--- src/hdl/slb_pkg.sv ---
package slb_pkg;

   // Shared-memory handshake words
   localparam logic [31:0] SLB_MAILBOX_ADDR = 32'hC0101C00;
   localparam logic [31:0] SLB_ENTRY_ADDR = 32'hC0101C10;
   localparam logic [31:0] SLB_WAIT_MARKER = 32'h17171717;
   localparam logic [31:0] SLB_RELEASE_CODE = 32'hA5A5A5A5;

   // Protocol select fields inside the low reset configuration word
   localparam int SLB_P1_LSB = 0;
   localparam int SLB_P2_LSB = 4;
   localparam int SLB_PSEL_W = 4;
   localparam logic [3:0] SLB_PSEL_OFF = 4'h0;
   localparam logic [3:0] SLB_PSEL_4X = 4'h4;

   // Register byte offsets
   localparam logic [7:0] SLB_REG_CTRL = 8'h00;
   localparam logic [7:0] SLB_REG_POLL = 8'h04;
   localparam logic [7:0] SLB_REG_STATUS = 8'h08;
   localparam logic [7:0] SLB_REG_CFG_LO = 8'h0C;
   localparam logic [7:0] SLB_REG_CFG_HI = 8'h10;
   localparam logic [7:0] SLB_REG_ENTRY = 8'h14;
   localparam logic [7:0] SLB_REG_MBOX = 8'h18;

   localparam int SLB_CTRL_HOLD_BIT = 0;
   localparam logic SLB_CTRL_HOLD_RST = 1'b0;
   localparam logic [15:0] SLB_POLL_GAP_RST = 16'h0040;

   localparam logic [1:0] SLB_RESP_OKAY = 2'h0;
   localparam logic [1:0] SLB_RESP_SLVERR = 2'h2;

   typedef enum logic [3:0] {
      SLB_FETCH_LO,
      SLB_WAIT_LO,
      SLB_FETCH_HI,
      SLB_WAIT_HI,
      SLB_LANES,
      SLB_MARK,
      SLB_POLL_GAP,
      SLB_POLL,
      SLB_ENTRY,
      SLB_RUN
   } slb_state_t;

   typedef struct packed {
      logic valid;
      logic we;
      logic [31:0] addr;
      logic [31:0] wdata;
   } slb_mem_req_t;

   typedef struct packed {
      logic req;
      logic sel_high;
   } slb_cfg_req_t;

endpackage : slb_pkg

--- src/hdl/slb_boot_handshake.sv ---
// Overview of operation
// - After the config words, enable serial link and lanes if port one selects four-lane mode and hold is clear, then write wait marker to mailbox.
// - After the marker, keep reading the mailbox until the release code appears.
// - On release, load program counter from entry word and start running there.
// - Out of reset, fetch low and high reset configuration words from EEPROM.
//
// Implementation choices: the register offsets and the AXI4-Lite register port.
`timescale 1ns/10ps
module slb_boot_handshake
   import slb_pkg::*;
(
   input wire logic core_clk, // System clock
   input wire logic rst_n, // Asynchronous reset, active low
   output slb_cfg_req_t cfg_req, // Config word fetch request
   input wire logic cfg_valid, // Config word returned
   input wire logic [31:0] cfg_data, // Config word value
   output logic link_enable, // Serial port one and lanes enabled
   input wire logic link_up, // Link trained, from link pins
   output slb_mem_req_t mem_req, // Shared memory access
   input wire logic mem_ack, // Shared memory access done
   input wire logic [31:0] mem_rdata, // Shared memory read data
   output logic pc_load, // Program counter load pulse
   output logic [31:0] pc_value, // Program counter target
   input wire logic [7:0] s_axi_awaddr, // AXI write address
   input wire logic s_axi_awvalid, // AXI write address valid
   output logic s_axi_awready, // AXI write address ready
   input wire logic [31:0] s_axi_wdata, // AXI write data
   input wire logic [3:0] s_axi_wstrb, // AXI write strobes
   input wire logic s_axi_wvalid, // AXI write data valid
   output logic s_axi_wready, // AXI write data ready
   output logic [1:0] s_axi_bresp, // AXI write response
   output logic s_axi_bvalid, // AXI write response valid
   input wire logic s_axi_bready, // AXI write response ready
   input wire logic [7:0] s_axi_araddr, // AXI read address
   input wire logic s_axi_arvalid, // AXI read address valid
   output logic s_axi_arready, // AXI read address ready
   output logic [31:0] s_axi_rdata, // AXI read data
   output logic [1:0] s_axi_rresp, // AXI read response
   output logic s_axi_rvalid, // AXI read data valid
   input wire logic s_axi_rready // AXI read data ready
);

   typedef struct packed {
      slb_state_t st;
      logic [31:0] cfg_lo;
      logic [31:0] cfg_hi;
      logic [31:0] entry;
      logic [31:0] mbox;
      logic hold;
      logic [15:0] gap;
      logic [15:0] cnt;
      slb_cfg_req_t cfg;
      slb_mem_req_t mem;
      logic link_en;
      logic conflict;
      logic pc_load;
      logic [31:0] pc;
      logic up_meta;
      logic up_sync;
      logic aw_got;
      logic w_got;
      logic [7:0] awaddr;
      logic [31:0] wdata;
      logic [3:0] wstrb;
      logic bvalid;
      logic [1:0] bresp;
      logic rvalid;
      logic [31:0] rdata;
      logic [1:0] rresp;
   } slb_regs_t;

   localparam slb_regs_t SLB_REGS_RST = '{
      st: SLB_FETCH_LO,
      hold: SLB_CTRL_HOLD_RST,
      gap: SLB_POLL_GAP_RST,
      default: '0
   };

   slb_regs_t r;
   slb_regs_t next_r;

   function automatic logic [31:0] slb_merge(input logic [31:0] old,
                                             input logic [31:0] wd,
                                             input logic [3:0] be);
      logic [31:0] res;
      res = old;
      for (int i = 0; i < 4; i++) begin
         if (be[i]) begin
            res[8*i +: 8] = wd[8*i +: 8];
         end
      end
      return res;
   endfunction : slb_merge

   function automatic logic [3:0] slb_psel(input logic [31:0] w,
                                           input int lsb);
      return w[lsb +: SLB_PSEL_W];
   endfunction : slb_psel

   ////////////////////////////////////////////////////////////////////////
   always_comb begin
      logic [31:0] wv;
      logic [31:0] rv;
      logic rok;
      wv = '0;
      rv = '0;
      rok = 1'b1;
      next_r = r;
      next_r.pc_load = 1'b0;
      // Link status pin synchroniser
      next_r.up_meta = link_up;
      next_r.up_sync = r.up_meta;

      case (r.st)
         SLB_FETCH_LO: begin
            next_r.cfg = '{req: 1'b1, sel_high: 1'b0};
            next_r.st = SLB_WAIT_LO;
         end
         SLB_WAIT_LO: begin
            if (cfg_valid) begin
               next_r.cfg_lo = cfg_data;
               next_r.cfg.req = 1'b0;
               next_r.st = SLB_FETCH_HI;
            end
         end
         SLB_FETCH_HI: begin
            next_r.cfg = '{req: 1'b1, sel_high: 1'b1};
            next_r.st = SLB_WAIT_HI;
         end
         SLB_WAIT_HI: begin
            if (cfg_valid) begin
               next_r.cfg_hi = cfg_data;
               next_r.cfg.req = 1'b0;
               // Both ports active would duplicate the device identifier
               next_r.conflict =
                  (slb_psel(r.cfg_lo, SLB_P1_LSB) != SLB_PSEL_OFF) &&
                  (slb_psel(r.cfg_lo, SLB_P2_LSB) != SLB_PSEL_OFF);
               next_r.st = SLB_LANES;
            end
         end
         SLB_LANES: begin
            // Only port one is ever opened, in four-lane mode
            if (!r.hold &&
                slb_psel(r.cfg_lo, SLB_P1_LSB) == SLB_PSEL_4X) begin
               next_r.link_en = 1'b1;
            end
            if (r.link_en && r.up_sync) begin
               next_r.mem = '{valid: 1'b1, we: 1'b1, addr: SLB_MAILBOX_ADDR,
                              wdata: SLB_WAIT_MARKER};
               next_r.st = SLB_MARK;
            end
         end
         SLB_MARK: begin
            if (mem_ack) begin
               next_r.mem.valid = 1'b0;
               next_r.cnt = '0;
               next_r.st = SLB_POLL_GAP;
            end
         end
         SLB_POLL_GAP: begin
            next_r.cnt = r.cnt + 16'h0001;
            if (r.cnt >= r.gap) begin
               next_r.mem = '{valid: 1'b1, we: 1'b0, addr: SLB_MAILBOX_ADDR,
                              wdata: '0};
               next_r.st = SLB_POLL;
            end
         end
         SLB_POLL: begin
            if (mem_ack) begin
               next_r.mem.valid = 1'b0;
               next_r.mbox = mem_rdata;
               next_r.cnt = '0;
               if (mem_rdata == SLB_RELEASE_CODE) begin
                  next_r.mem = '{valid: 1'b1, we: 1'b0, addr: SLB_ENTRY_ADDR,
                                 wdata: '0};
                  next_r.st = SLB_ENTRY;
               end else begin
                  next_r.st = SLB_POLL_GAP;
               end
            end
         end
         SLB_ENTRY: begin
            if (mem_ack) begin
               next_r.mem.valid = 1'b0;
               next_r.entry = mem_rdata;
               next_r.pc = mem_rdata;
               next_r.pc_load = 1'b1;
               next_r.st = SLB_RUN;
            end
         end
         SLB_RUN: begin
            next_r.st = SLB_RUN;
         end
         default: begin
            next_r.st = SLB_FETCH_LO;
         end
      endcase

      ////////////////////////////////////////////////////////////////////
      // AXI4-Lite write path
      if (s_axi_awvalid && !r.aw_got && !r.bvalid) begin
         next_r.aw_got = 1'b1;
         next_r.awaddr = s_axi_awaddr;
      end
      if (s_axi_wvalid && !r.w_got && !r.bvalid) begin
         next_r.w_got = 1'b1;
         next_r.wdata = s_axi_wdata;
         next_r.wstrb = s_axi_wstrb;
      end
      if (r.aw_got && r.w_got && !r.bvalid) begin
         next_r.aw_got = 1'b0;
         next_r.w_got = 1'b0;
         next_r.bvalid = 1'b1;
         next_r.bresp = SLB_RESP_OKAY;
         case (r.awaddr)
            SLB_REG_CTRL: begin
               wv = slb_merge({31'h0, r.hold}, r.wdata, r.wstrb);
               next_r.hold = wv[SLB_CTRL_HOLD_BIT];
            end
            SLB_REG_POLL: begin
               wv = slb_merge({16'h0, r.gap}, r.wdata, r.wstrb);
               next_r.gap = wv[15:0];
            end
            SLB_REG_STATUS, SLB_REG_CFG_LO, SLB_REG_CFG_HI,
            SLB_REG_ENTRY, SLB_REG_MBOX: begin
               next_r.bresp = SLB_RESP_OKAY;
            end
            default: begin
               next_r.bresp = SLB_RESP_SLVERR;
            end
         endcase
      end
      if (r.bvalid && s_axi_bready) begin
         next_r.bvalid = 1'b0;
      end

      // AXI4-Lite read path
      if (s_axi_arvalid && !r.rvalid) begin
         case (s_axi_araddr)
            SLB_REG_CTRL: rv = {31'h0, r.hold};
            SLB_REG_POLL: rv = {16'h0, r.gap};
            SLB_REG_STATUS: rv = {23'h0, r.st, 1'b0, r.conflict,
                                  r.up_sync, r.link_en,
                                  r.st == SLB_RUN};
            SLB_REG_CFG_LO: rv = r.cfg_lo;
            SLB_REG_CFG_HI: rv = r.cfg_hi;
            SLB_REG_ENTRY: rv = r.entry;
            SLB_REG_MBOX: rv = r.mbox;
            default: rok = 1'b0;
         endcase
         next_r.rvalid = 1'b1;
         next_r.rdata = rv;
         next_r.rresp = rok ? SLB_RESP_OKAY : SLB_RESP_SLVERR;
      end else if (r.rvalid && s_axi_rready) begin
         next_r.rvalid = 1'b0;
      end
   end

   ////////////////////////////////////////////////////////////////////////
   always_ff @(posedge core_clk or negedge rst_n) begin
      if (!rst_n) begin
         r <= SLB_REGS_RST;
      end else begin
         r <= next_r;
      end
   end

   ////////////////////////////////////////////////////////////////////////
   assign cfg_req = r.cfg;
   assign link_enable = r.link_en;
   assign mem_req = r.mem;
   assign pc_load = r.pc_load;
   assign pc_value = r.pc;
   assign s_axi_awready = !r.aw_got && !r.bvalid;
   assign s_axi_wready = !r.w_got && !r.bvalid;
   assign s_axi_bvalid = r.bvalid;
   assign s_axi_bresp = r.bresp;
   assign s_axi_arready = !r.rvalid;
   assign s_axi_rvalid = r.rvalid;
   assign s_axi_rdata = r.rdata;
   assign s_axi_rresp = r.rresp;

endmodule : slb_boot_handshake

--- config.mk ---
export PLATFORM = sky130hd
export DESIGN_NAME = slb_boot_handshake
export DESIGN_NICKNAME = d
export VERILOG_FILES = /design/src/hdl/slb_pkg.sv /design/src/hdl/slb_boot_handshake.sv
export SDC_FILE = /design/constraint.sdc
export NUM_CORES = 1
export LEC_CHECK = 0
export BUFFER_PORTS_ARGS = -buffer_cell sky130_fd_sc_hd__buf_2
export CORE_MARGIN = 2
export CORE_UTILIZATION = 35
export CTS_CLUSTER_DIAMETER = 120
export DETAILED_ROUTE_END_ITERATION = 8
export PLACE_DENSITY = 0.55
export SYNTH_ARGS = -nofsm -noshare
export SYNTH_HDL_FRONTEND = slang
export SYNTH_SLANG_ARGS = --single-unit
--- constraint.sdc ---
create_clock -name core_clk -period 2.32 [get_ports core_clk]
set_input_delay 0.348 -clock core_clk [delete_from_list [all_inputs] [get_ports core_clk]]
set_output_delay 0.348 -clock core_clk [all_outputs]
set_load 0.05 [all_outputs]
Yosys cells after proc, flatten, opt, wreduce, memory -nomap -nowiden
Index checks and enable logic that the tools add are counted.
{"block": "totals", "input_bits": 126, "reg_bits": 304, "output_inout_bits": 143}
{"block": "op_classes", "magnitude_cmp": 1, "n_addsub": 1, "n_reduce_logical": 52, "mux": 35, "n_eq_ne": 34}
{"operator": "66-bit two-way mux", "count": 4}
{"operator": "32-bit case mux with 7 select lines", "count": 1}
{"operator": "65-bit case mux with 3 select lines", "count": 1}
{"operator": "33-bit two-way mux", "count": 2}
{"operator": "8-bit by 5-bit equality test with 1-bit output (second input constant)", "count": 6}
{"operator": "4-bit case mux with 10 select lines", "count": 1}
{"operator": "36-bit two-way mux", "count": 1}
{"operator": "32-bit equality test (second input constant)", "count": 1}
{"operator": "8-bit by 4-bit equality test with 1-bit output (second input constant)", "count": 4}
{"operator": "16-bit case mux with 2 select lines", "count": 1}
{"operator": "4-bit two-way mux", "count": 7}
{"operator": "4-bit by 3-bit equality test with 1-bit output (second input constant)", "count": 5}
{"operator": "16-bit by 1-bit adder with 16-bit output (second input constant)", "count": 1}
{"operator": "8-bit by 3-bit equality test with 1-bit output (second input constant)", "count": 2}
{"operator": "16-bit >= comparator", "count": 1}
{"operator": "8-bit zero test", "count": 2}
{"operator": "16-bit two-way mux", "count": 1}
{"operator": "2-bit != test (second input constant)", "count": 8}
{"operator": "1-bit logical AND", "count": 14}
{"operator": "2-bit AND reduction", "count": 7}
{"operator": "2-bit nonzero test", "count": 7}
{"operator": "7-bit OR reduction", "count": 2}
{"operator": "4-bit nonzero test", "count": 3}
{"operator": "5-bit AND reduction", "count": 2}
{"operator": "other kinds (15)", "count": 39}

Longest topological paths before layout
{"block": "logic_depth", "ltp_word": 5, "depth_mapped": 7, "depth_no_buf": 7}

Worst setup path before layout
OpenSTA, ideal clock, no wires.
{"block": "synth_timing", "path_kind": "register to register", "startpoint": "register r, in the netlist s_axi_bvalid", "endpoint": "register r[48] in the netlist's numbering", "slack_ns": -0.414, "arrival_ns": 2.609, "setup_time_ns": 0.125, "path_stages_with_launch": 6, "period_less_slack_ns": 2.734, "t_required_ns": 2.195, "path_buffers": 2, "cell_sequence": "dfrtp_1 > nor2_1 > and2_1 > clkbuf_1 > buf_1 > mux2_2"}
{"block": "synth_via", "elab_chain_cells": 2}
{"item": "start, declared", "line_no": "slb_boot_handshake.sv:79", "rtl": "slb_regs_t r;"}
{"item": "start signal, assigned", "line_no": "slb_boot_handshake.sv:264", "rtl": "r <= next_r;"}
{"item": "1-bit zero test", "line_no": "slb_boot_handshake.sv:205", "rtl": "if (s_axi_wvalid && !r.w_got && !r.bvalid) begin"}
{"item": "1-bit logical AND", "line_no": "slb_boot_handshake.sv:205"}
Every way passes these cells.
A chain may end at the register's enable or synchronous reset.

Worst setup path after layout
{"block": "layout_timing", "startpoint": "register r[198] in the netlist's numbering", "endpoint": "register r, in the netlist mem_req[28]"}
{"block": "layout_via", "elab_chain_cells": 3}
{"item": "16-bit >= comparator", "line_no": "slb_boot_handshake.sv:162", "rtl": "if (r.cnt >= r.gap) begin"}
{"item": "2-bit != test (no line)"}
{"item": "5-bit AND reduction (no line)"}
Every way passes these cells.

==> reports/metrics.yaml <==
yosys:
  yosysUniqueCellTypes: 59
  ys_ff_latch: 240
  ys_seq_area_share_pct: 51.3
  netlist.area_leader.share_pct: 51.1
  synth_top_area_cell: "dfrtp_1"
  synth.most_common_cell: "dfrtp_1"
  ys_top_cells_by_area: "dfrtp_1, mux2_2, buf_4"
  yosys-top-cells-count: "dfrtp_1, mux2_2, buf_4"
  synth-async-reset-ratio_pct: 100
  netlist_area_sq_mm: 0.0117
  ys.flop_type: "dfrtp_1"
  synth_edf_count: 0
  yosys_warnings: 0
  syn_inst: 979
  avgSynthCellArea_sq_um: 12.0
setup_path:
  crit_type: "flip-flop to flip-flop"
  crit_start: "r[198]"
  start_kind: "flip-flop"
  cp_max_fo: 2
  cp_slowest_cell: "or4_4"
  reg2reg_to: "mem_req[28]"
  reg2reg_depth: 6
  crit_path_end_kind: "flip-flop"
  crit_end: "mem_req[28]"
  timing.rr.start: "r[198]"
  slowest_delay_ns: 0.54
  cp.required_ns: 2.74
  reg2reg_slack_ns: -0.27
  crit_chain: "ha_1 > nand4_1 > or4_4 > o32a_1 > a2111oi_4 > mux2_4"
  cp.arrival_ns: 3.01
clocking:
  clk_latency_ns: 0.55
  cts.sinks: 240
  cts-root-buf: "clkbuf_16"
  cts_htree_levels: 1
  cts_buffers: 28
  clk_pin_slew_worst_paths_ns: 0.06
  cts_tree: "yes"
  clock_path_buffers: 3
pwr:
  p_seq_share_pct: 43.0
  intPower_mw: 10.0
  power_leakage_nw: 6.83
  sw_frac_of_total_pct: 31.3
  ir_drop_mv: 0.591
  clock_power_share_pct: 31.0
  power_frac_comb_pct: 26.0
  power_density_mw_per_mm2: 1030
  p_sw_mw: 4.56
final_layout:
  drive_gt1_share_pct: 46.3
  design_area_sq_mm: 0.0142
  fill_cells: 3153
  fin_nets: 1324
  stdcell_count: 1646
  area_growth_syn_to_layout_pct: 21.3
timing:
  setup_viol: 4
  hold_violations: 0
  fin_crit_sh_pct: 112
  fin_crit_ns: 2.59
  fin_skew_ns: 0.0208
  slew_violations: 0
  postLayoutSetupSlackWorst_ns: -0.271
  clock.fmax_ghz: 0.386
  rsz0062_at_grt: "true"
global_routing:
  grt_pass1_vias: 8155
  grt_overflow_total: 0
  antenna_found_initial: 3
  grt_first_pass_wirelength_mm: 48.6
  track_usage_pct: 17.8
  grt_start_max_net_pins: 62
routing:
  vias: 8081
  dr.pass1.iters: 4
  drt_iter0_markers: 437
  ant_nets: 0
  wl_per_cell_um: 19.0
  wl_mm: 31.3
  drc: 0
  avgViaCountPerCell: 4.91
job:
  max-cap-violations: 0
status:
  status: "finished, violations left"
  violations: "negative setup slack"
min_path:
  min-delay-start: "s_axi_awaddr[3]"
  worstHoldPathType: "input port to flip-flop"
die:
  die_w_um: 187
  fp.dieH_um: 187
  die_area_sq_mm: 0.0349
  ios: 269
  initial_core_util_pct: 35.8
  rows: 66
  coreArea_sq_mm: 0.0327
place:
  gp_congestion: 0.811
  hpwl_mm: 22.2
  placed_area_sq_mm: 0.0132
  place_inst: 1586
  io_buffers: 207
[power groups by stage]
stage                     clock network, mW  logic [mW]  registers, mW
final                                  4.52        3.79           6.28
after global routing                   4.82        4.09           6.45
after CTS                              4.64        3.80           6.27
after detailed placement                  0        3.77           6.34
after global placement                    0        3.68           6.30
after floorplan                           0        2.95           6.13
[how the worst min path moves through the flow]
| stage | cells after the start | endpoint | slack (ns) |
|---|---|---|---|
| 6_report | 2 | r[77] | 0.03 |
| 5_1_grt | 2 | r[47] | 0.02 |
| 4_1_cts | 2 | r[77] | 0.004 |
| 3_5_place_dp | 1 | r[82] | 0.30 |
| 3_3_place_gp | 1 | r[82] | 0.30 |
| 2_1_floorplan | 0 | cfg_req[0] | 0.05 |
[worst max-delay path, delay by kind of cell (launching register included)]
family	cells	cell delay, ns
AOI/OAI and AO/OA	2	0.76
and+or+nand+nor	2	0.69
DFF	1	0.38
muxes	1	0.33
adders and majority gates	1	0.30
[routing by layer]
metal	GRT usage, %	wire length [um]
met1	25.3	14700
met2	28.1	14200
met3	2.78	1580
met4	4.88	767
met5	0	13
[final cells by class]
| class | instances | area, sq um | share of cell area, % |
|---|---|---|---|
| Inverter | 31 | 120 | 0.845 |
| Multi-Input combinational cell | 570 | 4630 | 32.6 |
| Timing Repair Buffer | 310 | 1950 | 13.8 |
| Clock buffer | 42 | 825 | 5.80 |
| Antenna cell | 2 | 5.00 | 0.0352 |
| Sequential cell | 240 | 6010 | 42.3 |
| Clock inverter | 9 | 120 | 0.845 |
| Tap cell | 442 | 553 | 3.89 |
[through the flow]
| stage | hold slack [ns] | setup slack [ns] | util, % | power, mW | TNS, ns |
|---|---|---|---|---|---|
| 2_1_floorplan | 0.0524 | -0.180 | - | 9.08 | -0.180 |
| 3_3_place_gp | 0.296 | -0.264 | 40.3 | 9.98 | -0.796 |
| 3_5_place_dp | 0.298 | -0.294 | 40.3 | 10.1 | -0.968 |
| 4_1_cts | 0.00446 | -0.290 | 43.3 | 14.7 | -0.926 |
| 5_1_grt | 0.0172 | -0.348 | 43.5 | 15.4 | -1.25 |
| 6_report | 0.0264 | -0.271 | 43.5 | 14.6 | -0.848 |
[logic make-up after synthesis]
kind of cell    count (synthesis)  share of synthesized area (%)
other cells                     1                         0.0320
fa+ha+maj                      17                           1.82
simple gates                  154                           7.08
flops                         240                           51.3
buf+inv                       211                           11.2
xor+xnor                       10                          0.748
compound gates                161                           9.92
mux                           185                           17.9
[cells in the final DEF (no fill, tap or decap), types with 17 or more instances in the layout]
cell       count
a22oi_1       30
a221oi_1      25
ha_1          17
buf_4         89
nor2_1        32
dfrtp_1      239
buf_2        206
mux2_2       181
o21ai_0       37
inv_1         29
conb_1        43
clkbuf_16     29
nand2_1       46
[registers in the layout, indices dropped and copies added, names as in the netlist]
register      cells
link_enable       1
mem_req           4
r               163
s_axi_bvalid      1
s_axi_bresp       1
s_axi_rvalid      1
cfg_req           2
pc_load           1
s_axi_rdata      32
next_r            1
pc_value         32
s_axi_rresp       1
[repair_timing]
action                                  CTS  global route
gates resized for setup                   2             3
endpoints found under the hold margin    51             0
pin swaps                                 1             0
endpoints found under the setup margin    4             5
hold buffers                              4             0
buffers inserted                          0             3
Power figures use the tool's default switching activity.
